### config.mk
export PLATFORM = sky130hd
export DESIGN_NAME = csa_sense_ctrl
export DESIGN_NICKNAME = d
export VERILOG_FILES = /design/src/logic/csa_pkg.sv /design/src/logic/csa_overcurrent_limit_if.sv /design/src/logic/csa_overcurrent_limit_timer.sv /design/src/logic/csa_sense_ctrl.sv
export VERILOG_INCLUDE_DIRS = /design/src /design/src/logic
export SDC_FILE = /design/constraint.sdc
export NUM_CORES = 1
export LEC_CHECK = 0
export BUFFER_PORTS_ARGS = -buffer_cell sky130_fd_sc_hd__buf_2
export CAP_MARGIN = 20
export CORE_MARGIN = 1.5
export CORE_UTILIZATION = 30
export CTS_BUF_LIST = sky130_fd_sc_hd__clkbuf_4
export DETAILED_ROUTE_END_ITERATION = 16
export PLACE_DENSITY = 0.46
export SETUP_SLACK_MARGIN = 0.02
export SLEW_MARGIN = 20
export SYNTH_ARGS = -nofsm -noshare
export SYNTH_HDL_FRONTEND = slang
export SYNTH_SLANG_ARGS = --single-unit
### constraint.sdc
create_clock -name core_clk_in -period 8.5 [get_ports core_clk_in]
set_clock_uncertainty 0.05 [all_clocks]
set_input_delay 2.55 -clock core_clk_in [delete_from_list [all_inputs] [get_ports core_clk_in]]
set_output_delay 2.55 -clock core_clk_in [all_outputs]
set_load 0.05 [all_outputs]
### src/logic/csa_defs.svh
// Purpose: offsets, field positions, reset values and timing counts
// Assumes: 100 MHz core clock
// Notes: included by the overcurrent timer and sense control files
`ifndef CSA_DEFS_SVH
`define CSA_DEFS_SVH
`define CSA_REG_OUTPUT_CONTROL 8'h11
`define CSA_REG_CHANNEL_CONFIGURATION 8'h12
`define CSA_REG_CONVERTER_RESULT 8'h21
`define CSA_OUTPUT_CONTROL_RST 8'h00
`define CSA_CHANNEL_CONFIGURATION_RST 8'h00
`define CSA_CONVERTER_RESULT_RST 8'h00
`define CSA_SEL_LSB 0
`define CSA_SEL_MSB 2
`define CSA_LATCH_LSB 3
`define CSA_LATCH_MSB 6
`define CSA_SEL_OFF 3'h0
`define CSA_SEL_CH0 3'h1
`define CSA_SEL_CH3 3'h4
`define CSA_SEL_EXT 3'h5
`define CSA_FORCE_LOW 8'h00
`define CSA_FORCE_HIGH 8'hff
`define CSA_UNMAPPED_READ 8'h00
`define CSA_CLK_MHZ 100
`define CSA_CONV_NS 12000
`define CSA_CONV_CYC ((`CSA_CONV_NS * `CSA_CLK_MHZ) / 1000)
`define CSA_BLANK_US 200
`define CSA_BLANK_CYC (`CSA_BLANK_US * `CSA_CLK_MHZ)
`define CSA_LATCH_SHORT_US 20
`define CSA_LATCH_SHORT_CYC (`CSA_LATCH_SHORT_US * `CSA_CLK_MHZ)
`define CSA_LATCH_LONG_MS 20
`define CSA_LATCH_LONG_CYC (`CSA_LATCH_LONG_MS * 1000 * `CSA_CLK_MHZ)
`endif

### src/logic/csa_pkg.sv
// Purpose: shared types of the sense converter control
// Assumes: constants come from csa_defs.svh
// Notes: types only
`default_nettype none
package csa_pkg;
    typedef logic [7:0] csa_byte_t;
    typedef logic [3:0] csa_chan_t;
    typedef enum logic [1:0] {CSA_IDLE, CSA_BLANK, CSA_CONVERT} csa_state_t;
endpackage : csa_pkg
`default_nettype wire

### src/logic/csa_overcurrent_limit_if.sv
// Purpose: carries overcurrent timer signals between control and timer
// Assumes: one clock domain
// Notes: control drives the inputs of the timer
`timescale 1ns/1ps
`default_nettype none
interface csa_overcurrent_limit_if;
    logic [3:0] limit_hit;
    logic [3:0] long_sel;
    logic [3:0] drive;
    logic [3:0] latch_evt;
    modport ctrl (output limit_hit, output long_sel, output drive,
        input latch_evt);
    modport timer (input limit_hit, input long_sel, input drive,
        output latch_evt);
endinterface : csa_overcurrent_limit_if
`default_nettype wire

### src/logic/csa_overcurrent_limit_timer.sv
// Purpose: per-channel overcurrent latch timers
// Assumes: limit_hit already synchronised
// Notes: a started timer runs to completion
`timescale 1ns/1ps
`default_nettype none
`include "csa_defs.svh"
module csa_overcurrent_limit_timer #(
    parameter int LONG_CYC = `CSA_LATCH_LONG_CYC
) (
    input wire logic core_clk_in,
    input wire logic rst_in,
    csa_overcurrent_limit_if.timer bus
);
    import csa_pkg::*;

    for (genvar gi = 0; gi < 4; gi++)
    begin : g_chan
        logic run;
        logic [20:0] cnt;
        logic [20:0] last;
        assign last = bus.long_sel[gi] ? 21'(LONG_CYC - 1)
                                       : 21'(`CSA_LATCH_SHORT_CYC - 1);
        always_ff @(posedge core_clk_in or posedge rst_in)
        begin
            if (rst_in)
            begin
                run <= 1'b0;
                cnt <= '0;
            end
            else if (run)
            begin
                if (cnt >= last)
                begin
                    run <= 1'b0;
                    cnt <= '0;
                end
                else
                begin
                    cnt <= cnt + 21'h1;
                end
            end
            else if (bus.limit_hit[gi] && bus.drive[gi])
            begin
                run <= 1'b1;
                cnt <= '0;
            end
        end
        // fault only if the current is still above the limit at expiry
        assign bus.latch_evt[gi] = run && (cnt >= last) &&
                                   bus.limit_hit[gi];

    end
endmodule : csa_overcurrent_limit_timer
`default_nettype wire

### src/logic/csa_sense_ctrl.sv
// Purpose: control of the 8-bit current sense converter
// Assumes: adc_sample_in is the analog converter's code, valid on the
//   conversion-end strobe; fault comparators are asynchronous pins
// Notes: registers reached through a byte-wide register port
//
// What this block does
// - 8-bit result readable at result register
// - three-bit source select, zero disables all
// - codes one to five route channel or external input, six and seven disable
// - conversions repeat back to back, twelve microseconds
// - last result held during next conversion
// - shorted resistor gives zeros, open gives ones
// - external source with open pin undefined
// - reset reads zero, off channel keeps last
// - selected channel turning on blanks, reads zero
// - channel already on converts without blanking
// - first conversion only after blanking ends
// - overcurrent limiting forces all ones
// - latched-off overcurrent channel reads zero
// - external source after wake converts immediately
// - source change finishes current conversion first
// - disabled converter returns last result
// - read copies shadow into output buffer
// - battery-short shutdown keeps last value
// - overcurrent fault at timer expiry, channel off
`timescale 1ns/1ps
`default_nettype none
`include "csa_defs.svh"
module csa_sense_ctrl #(
    parameter int BLANK_CYC = `CSA_BLANK_CYC,
    parameter int LATCH_LONG_CYC = `CSA_LATCH_LONG_CYC
) (
    input wire logic core_clk_in,
    input wire logic rst_in,
    input wire logic [7:0] reg_addr_in,
    input wire logic reg_wr_in,
    input wire csa_pkg::csa_byte_t reg_wdata_in,
    input wire logic reg_rd_in,
    output csa_pkg::csa_byte_t reg_rdata_out,
    output logic reg_rdata_valid_out,
    input wire csa_pkg::csa_chan_t overcurrent_limit_in,
    input wire csa_pkg::csa_chan_t battery_short_in,
    input wire logic sense_short_in,
    input wire logic sense_open_in,
    input wire csa_pkg::csa_byte_t adc_sample_in,
    output csa_pkg::csa_chan_t channel_output_out,
    output logic [2:0] adc_source_out,
    output logic adc_sample_strobe_out
);
    import csa_pkg::*;

    localparam int ConvLast = `CSA_CONV_CYC - 1;
    localparam int BlankLast = BLANK_CYC - 1;

    function automatic logic is_chan(input logic [2:0] sel);
        is_chan = (sel >= `CSA_SEL_CH0) && (sel <= `CSA_SEL_CH3);
    endfunction : is_chan

    function automatic logic [1:0] chan_idx(input logic [2:0] sel);
        logic [2:0] off;
        off = sel - `CSA_SEL_CH0;
        chan_idx = off[1:0];
    endfunction : chan_idx

    function automatic logic is_live(input logic [2:0] sel);
        is_live = is_chan(sel) || (sel == `CSA_SEL_EXT);
    endfunction : is_live

    logic [9:0] pin_s1;
    logic [9:0] pin_s2;
    logic [9:0] pin_s3;
    logic [9:0] pin_f;
    csa_chan_t ocl_f;
    csa_chan_t stb_f;
    logic short_f;
    logic open_f;
    csa_byte_t out_ctrl;
    csa_byte_t cfg;
    csa_byte_t result;
    csa_chan_t overcurrent_limit_fault;
    csa_chan_t drive;
    csa_chan_t drive_q;
    csa_state_t state;
    logic [2:0] active_src;
    logic [14:0] cnt;
    logic [2:0] sel_now;
    logic src_ch;
    logic [1:0] ch;
    logic conv_end;
    logic blank_end;
    logic turn_on;
    csa_overcurrent_limit_if overcurrent_limit_bus ();

    // comparator pins: a change counts once stages two and three agree
    always_ff @(posedge core_clk_in or posedge rst_in)
    begin
        if (rst_in)
        begin
            pin_s1 <= '0;
            pin_s2 <= '0;
            pin_s3 <= '0;
            pin_f <= '0;
        end
        else
        begin
            pin_s1 <= {sense_open_in, sense_short_in, battery_short_in,
                       overcurrent_limit_in};
            pin_s2 <= pin_s1;
            pin_s3 <= pin_s2;
            pin_f <= (pin_s2 & pin_s3) | (pin_f & (pin_s2 | pin_s3));
        end
    end
    assign ocl_f = pin_f[3:0];
    assign stb_f = pin_f[7:4];
    assign short_f = pin_f[8];
    assign open_f = pin_f[9];

    always_ff @(posedge core_clk_in or posedge rst_in)
    begin
        if (rst_in)
        begin
            out_ctrl <= `CSA_OUTPUT_CONTROL_RST;
            cfg <= `CSA_CHANNEL_CONFIGURATION_RST;
        end
        else if (reg_wr_in)
        begin
            if (reg_addr_in == `CSA_REG_OUTPUT_CONTROL)
                out_ctrl <= reg_wdata_in;
            if (reg_addr_in == `CSA_REG_CHANNEL_CONFIGURATION)
                cfg <= reg_wdata_in;
        end
    end

    // latched overcurrent fault; cleared by dropping the enable bit,
    // but a new fault in the same cycle wins
    always_ff @(posedge core_clk_in or posedge rst_in)
    begin
        if (rst_in)
            overcurrent_limit_fault <= '0;
        else
            overcurrent_limit_fault <= overcurrent_limit_bus.latch_evt |
                          (overcurrent_limit_fault & out_ctrl[3:0]);
    end

    assign drive = out_ctrl[3:0] & ~overcurrent_limit_fault & ~stb_f;
    assign channel_output_out = drive;

    always_ff @(posedge core_clk_in or posedge rst_in)
    begin
        if (rst_in)
            drive_q <= '0;
        else
            drive_q <= drive;
    end

    assign overcurrent_limit_bus.limit_hit = ocl_f;
    assign overcurrent_limit_bus.long_sel = cfg[`CSA_LATCH_MSB:`CSA_LATCH_LSB];
    assign overcurrent_limit_bus.drive = drive;

    csa_overcurrent_limit_timer #(
        .LONG_CYC(LATCH_LONG_CYC)
    ) u_timer (
        .core_clk_in(core_clk_in),
        .rst_in(rst_in),
        .bus(overcurrent_limit_bus.timer)
    );

    assign sel_now = cfg[`CSA_SEL_MSB:`CSA_SEL_LSB];
    assign src_ch = is_chan(active_src);
    assign ch = chan_idx(active_src);
    assign conv_end = (state == CSA_CONVERT) && (cnt == 15'(ConvLast));
    assign blank_end = (state == CSA_BLANK) && (cnt == 15'(BlankLast));
    assign turn_on = (state == CSA_CONVERT) && src_ch && drive[ch] &&
                     !drive_q[ch];
    assign adc_sample_strobe_out = conv_end;
    assign adc_source_out = active_src;

    always_ff @(posedge core_clk_in or posedge rst_in)
    begin
        if (rst_in)
        begin
            state <= CSA_IDLE;
            active_src <= `CSA_SEL_OFF;
            cnt <= '0;
        end
        else
        begin
            unique case (state)
                CSA_IDLE:
                begin
                    // an on channel or the external pin starts at once
                    if (is_live(sel_now))
                    begin
                        state <= CSA_CONVERT;
                        active_src <= sel_now;
                        cnt <= '0;
                    end
                end
                CSA_BLANK:
                begin
                    if (!is_live(sel_now))
                    begin
                        state <= CSA_IDLE;
                        active_src <= `CSA_SEL_OFF;
                        cnt <= '0;
                    end
                    else if (blank_end)
                    begin
                        state <= CSA_CONVERT;
                        active_src <= sel_now;
                        cnt <= '0;
                    end
                    else
                    begin
                        cnt <= cnt + 15'h1;
                    end
                end
                CSA_CONVERT:
                begin
                    if (!is_live(sel_now))
                    begin
                        state <= CSA_IDLE;
                        active_src <= `CSA_SEL_OFF;
                        cnt <= '0;
                    end
                    else if (turn_on)
                    begin
                        state <= CSA_BLANK;
                        cnt <= '0;
                    end
                    else if (conv_end)
                    begin
                        active_src <= sel_now;
                        cnt <= '0;
                    end
                    else
                    begin
                        cnt <= cnt + 15'h1;
                    end
                end
                default:
                begin
                    state <= CSA_IDLE;
                    active_src <= `CSA_SEL_OFF;
                    cnt <= '0;
                end
            endcase
        end
    end

    // shadow result: forced values first, then completed conversions
    always_ff @(posedge core_clk_in or posedge rst_in)
    begin
        if (rst_in)
            result <= `CSA_CONVERTER_RESULT_RST;
        else if (state == CSA_BLANK)
            result <= `CSA_FORCE_LOW;
        else if (state == CSA_CONVERT && src_ch &&
                 overcurrent_limit_bus.latch_evt[ch])
            result <= `CSA_FORCE_LOW;
        else if (state == CSA_CONVERT && src_ch && drive[ch] && ocl_f[ch])
            result <= `CSA_FORCE_HIGH;
        else if (conv_end)
        begin
            if (src_ch)
            begin
                // an off channel keeps the last value sampled
                if (drive[ch])
                begin
                    if (short_f)
                        result <= `CSA_FORCE_LOW;
                    else if (open_f)
                        result <= `CSA_FORCE_HIGH;
                    else
                        result <= adc_sample_in;
                end
            end
            else if (short_f)
                result <= `CSA_FORCE_LOW;
            else
                result <= adc_sample_in;
        end
    end

    // register reads; the result read takes the shadow as it stands
    always_ff @(posedge core_clk_in or posedge rst_in)
    begin
        if (rst_in)
        begin
            reg_rdata_out <= '0;
            reg_rdata_valid_out <= 1'b0;
        end
        else
        begin
            reg_rdata_valid_out <= reg_rd_in;
            if (reg_rd_in)
            begin
                if (reg_addr_in == `CSA_REG_CONVERTER_RESULT)
                    reg_rdata_out <= result;
                else if (reg_addr_in == `CSA_REG_OUTPUT_CONTROL)
                    reg_rdata_out <= out_ctrl;
                else if (reg_addr_in == `CSA_REG_CHANNEL_CONFIGURATION)
                    reg_rdata_out <= cfg;
                else
                    reg_rdata_out <= `CSA_UNMAPPED_READ;
            end
        end
    end
endmodule : csa_sense_ctrl
`default_nettype wire

# Yosys cells after proc, flatten, opt, wreduce, memory -nomap -nowiden
# Cells that the tools add are included.
# word_totals
ff_bits	189
out_inout_bits	17
in_bits	38
wordCells	163
# classes
magnitude_cmp	9
eq_ne	14
n_bitwise	10
mux	68
n_addsub	6
n_reduce_logical	34
# op_table
cell	n
$mux 21	16
$mux 8	12
$mux 15	6
$add 21x1->21 const B	4
$ge 21x21->1	4
$pmux 15 s3	1
$logic_and 1x1->1	21
$and 10x10->10	2
$or 10x10->10	2
$mux 3	6
$eq 8x5->1 const B	2
$mux 1	16
$add 15x1->15 const B	1
$eq 15x11->1 const B	1
$eq 15x15->1 const B	1
$and 4x4->4	3
$ne 3x3->1 const B	4
$mux 2	5
$pmux 3 s3	1
$bmux 1 s2	4
$eq 8x6->1 const B	1
$not 4->4	2
$reduce_bool 2->1	4
$ge 3x1->1 const B	2
other kinds (17)	20

# Longest topological paths before layout
# depth
depth_word	11
ltp_mapped	10
ltp_nobuf	8

# Hierarchy
# Synthesis repeated with hierarchy kept, for this count alone.
# unflattened
cells_unflattened	1008
area_unflattened_um2	10084.7
# modules_own_cells
module	area_per_inst_um2	seq_area_each_um2	n_inst	cells_per_inst
csa_overcurrent_limit_timer	5731.7	2202.1	1	644
csa_sense_ctrl	4352.9	2527.4	1	364

# Least setup slack after synthesis
# OpenSTA, ideal clock, no wires.
# synth_timing
path_type	register to output
startpoint	reg cnt[6]
endpoint	out adc_sample_strobe_out
arrival_ps	2597
required_time_ps	5900
setup_slack_ps	3303
stages_incl_launch_ff	3
cell_sequence	dfrtp_1 > or4_1 > nor4_1
# synth_between
elab_chain_cells	2
# synth_rtl
item	line	source
start: declaration	csa_sense_ctrl.sv:85	logic [14:0] cnt;
start signal: assignment	csa_sense_ctrl.sv:215	cnt <= cnt + 15'h1;
start signal: assignment	csa_sense_ctrl.sv:238	cnt <= cnt + 15'h1;
$eq 15x11->1	csa_sense_ctrl.sv:171	assign conv_end = (state == CSA_CONVERT) && (cnt == 15'(ConvLast));
$logic_and 1x1->1	csa_sense_ctrl.sv:171	
end: declaration	csa_sense_ctrl.sv:48	output logic adc_sample_strobe_out
# No other way between the ends.

# Worst setup path in the final report
# Same ends and word-level chain as after synthesis.

==> reports/metrics.yaml <==
place:
  dpl_cell_area_um2: 10900
  io_buffers: 54
  dpl.hpwl_um: 17600
  routabilityCongestion: 0.792
logic_synthesis:
  synth_edf_count: 0
  yosys.area.top_type: "dfrtp_1"
  syn_nets: 1110
  yosysWarnings: 0
  ys.flop_type: "dfrtp_1"
  async_reset_ff_frac: 1.00
  syn_avg_cell_area_um2: 9.99
  yosys-top-cells-area: "dfrtp_1, ha_1, a21oi_1, nand2_1, o21ai_0"
  ys_ff_latch: 189
  synth_top_cell_area_share: 0.464
  synth_cell_types: 71
  syn_area_um2: 10200
  synth_cells: 1021
  ys_seq_area_frac: 0.464
cts:
  clk_pin_slew_ns: 0.16
  holdBufCountCts: 0
  post_cts_buffers: 0
  cts_buffers: 17
  clk_latency_ns: 0.62
  cts_resized: 0
  clock_path_buffers: 2
  clockRootBuffer: "clkbuf_4"
  htreeDepth: 4
  cts.sinks: 189
  tritoncts: "built"
power:
  p_per_area_nw_per_um2: 181
  power_report.internal_total_mw: 1.28
  power_switching_uw: 751
  swShare: 0.369
  clkPwrFrac: 0.259
  worst_ir_drop_vdd_mv: 0.0855
  pwr-share-seq: 0.513
  power_leakage_nw: 4.84
  power_frac_comb: 0.228
detailed_routing:
  ant_nets: 0
  firstDrtPassIters: 5
  wl_um: 25000
  avgViaCountPerCell: 5.08
  drt_first_iter_violations: 486
  num_vias: 7756
  drc_errors: 0
  wl_per_cell_um: 16.4
global_routing:
  grt_use_total: 0.147
  antenna_found_initial: 5
  grt_pass1_vias: 7570
  grt-ovfl-total: 0
  grt_max_degree: 112
  grt_pass1_wl_um: 41400
worst_setup_path:
  required_ns: 5.90
  crit_path_max_fanout: 8
  r2r_slack_ns: 5.10
  crit_type: "reg2out"
  worstReg2RegStart: "cfg[4]"
  startpoint_type: "register"
  worstPathArrival_ns: 2.43
  endpoint_kind: "output port"
  r2r_cells: 8
  r2r_end: "u_timer.g_chan[1].cnt[5]"
hold_path:
  hp-class: "reg2reg"
  hold_start: "pin_s1[4]"
  hold_depth: 0
  min_to: "pin_s2[4]"
cells_and_area:
  layout-drive-gt1-share: 0.134
  areaGrowthSynthToFinish_pct: 10.3
  seq_area_um2: 4730
  fin_util: 0.335
  fin_area_um2: 11200
  fillers: 3472
  nets: 1152
  multi_input_area_um2: 5140
timing:
  timing.fmax_mhz: 199
  post-route-period-util: 0.591
  finalHoldViolations: 0
  fin_crit_ns: 5.03
  rsz0062_at_grt: "false"
  finalSetupViolCount: 0
  holdWs_ns: 0.313
  slew_headroom: 0.375
  tns_ns: 0
  finalMaxSlewViolations: 0
  worst_pin_slew_ns: 0.935
flow_run:
  maxCapViolCount: 0
floorplan:
  start_util: 0.304
  num_rows: 67
  die_y_um: 187
  design.core.area_um2: 33500
  dieArea_um2: 35100
  die_x_um: 187
  ioPinCount: 55
run_status:
  outcome: "complete, no violations"
-- area by class of cell --
| type | count | share of cell area |
|---|---|---|
| Antenna cell | 3 | 0.000668 |
| Clock buffer | 17 | 0.0114 |
| Clock inverter | 15 | 0.0151 |
| Inverter | 51 | 0.0177 |
| Multi-Input combinational cell | 746 | 0.458 |
| Sequential cell | 189 | 0.421 |
| Tap cell | 448 | 0.0499 |
| Timing Repair Buffer | 58 | 0.0270 |
-- per-stage QoR --
stage | setup WS, ns | instances | power (mW)
6_report | 3.47 | 1527 | 2.03
4_1_cts | 3.43 | 1524 | 2.07
3_3_place_gp | 4.05 | 1492 | 1.52
3_5_place_dp | 4.04 | 1492 | 1.53
2_1_floorplan | 0.758 | 1021 | 1.39
5_1_grt | 3.35 | 1525 | 2.17
-- critical path: stages (launching register included) --
cell and delay, ns:
dfrtp_1 0.48, or4_1 0.64, nor4_1 0.37, buf_2 0.33
-- cell usage after synthesis (23+ instances only) --
library cell,number
a21oi_1,69
inv_1,51
nand3_1,55
nand4_1,23
nor2_1,66
xnor2_1,23
o21ai_0,59
ha_1,51
nand2_1,89
a22o_1,29
clkbuf_1,26
nor3_1,32
dfrtp_1,189
-- power by group through the flow --
| stage | clock network (mW) | logic (mW) | registers (mW) |
|---|---|---|---|
| final | 0.527 | 0.464 | 1.04 |
| after global routing | 0.587 | 0.523 | 1.06 |
| after CTS | 0.550 | 0.471 | 1.04 |
| after detailed placement | 0 | 0.470 | 1.06 |
| after global placement | 0 | 0.461 | 1.06 |
| after floorplan | 0 | 0.340 | 1.05 |
-- layout by cell type (no fill, tap or decap), types with 6 or more instances in the layout --
cell type and instances:
a21o_1 22, a21oi_1 68, a222oi_1 8, a22o_1 29, and2_1 8, and3_1 20, and4_1 6, buf_2 54
clkbuf_4 17, dfrtp_1 189, ha_1 51, inv_1 50, inv_8 7, maj3_1 10, mux2_2 20, mux2i_1 22
nand2_1 89, nand3_1 55, nand4_1 23, nor2_1 66, nor3_1 32, nor3b_1 7, nor4_1 13, o21a_1 10
o21ai_0 59, or3_1 11, xnor2_1 23, xor2_1 6
-- logic make-up after synthesis --
logic type / Yosys count / synth area share
AND/OR/NAND/NOR: 368 / 0.189
AO/OA/AOI/OAI: 243 / 0.164
flip-flops: 189 / 0.464
buffers and inverters: 86 / 0.0352
adder cells (fa/ha/maj): 61 / 0.0724
multiplexers: 45 / 0.0503
XOR/XNOR: 29 / 0.0249
-- per-layer routing --
metal | vias up | part of all wire | routed length [µm] | global-route usage
li1 | 3838 | - | - | -
met1 | 3822 | 0.52 | 12900 | 0.209
met2 | 75 | 0.44 | 11000 | 0.225
met3 | 17 | 0.035 | 884 | 0.0345
met4 | 4 | 0.0094 | 235 | 0.0338
met5 | - | 0.00092 | 23 | 0
-- registers in the layout, indices dropped and copies added (netlist names) --
| register | count |
|---|---|
| pin_s2 | 10 |
| pin_s1 | 10 |
| cnt | 15 |
| result | 8 |
| adc_source_out | 3 |
| overcurrent_limit_fault | 4 |
| u_timer.g_chan.cnt | 84 |
| out_ctrl | 8 |
| reg_rdata_out | 8 |
| reg_rdata_valid_out | 1 |
| pin_f | 10 |
| u_timer.g_chan.run | 4 |
| pin_s3 | 10 |
| cfg | 8 |
| state | 2 |
| drive_q | 4 |
-- worst max-delay path by stage --
stage	startpoint	to	slack, ns
floorplan	rst_in	adc_source_out[0]	0.76
global placement	rst_in	u_timer.g_chan[1].cnt[14]	4.05
detailed placement	rst_in	cnt[10]	4.04
CTS	cnt[6]	adc_sample_strobe_out	3.43
global route	cnt[6]	adc_sample_strobe_out	3.35
finish	cnt[6]	adc_sample_strobe_out	3.47
No activity file was read; power rests on OpenSTA's default activity.
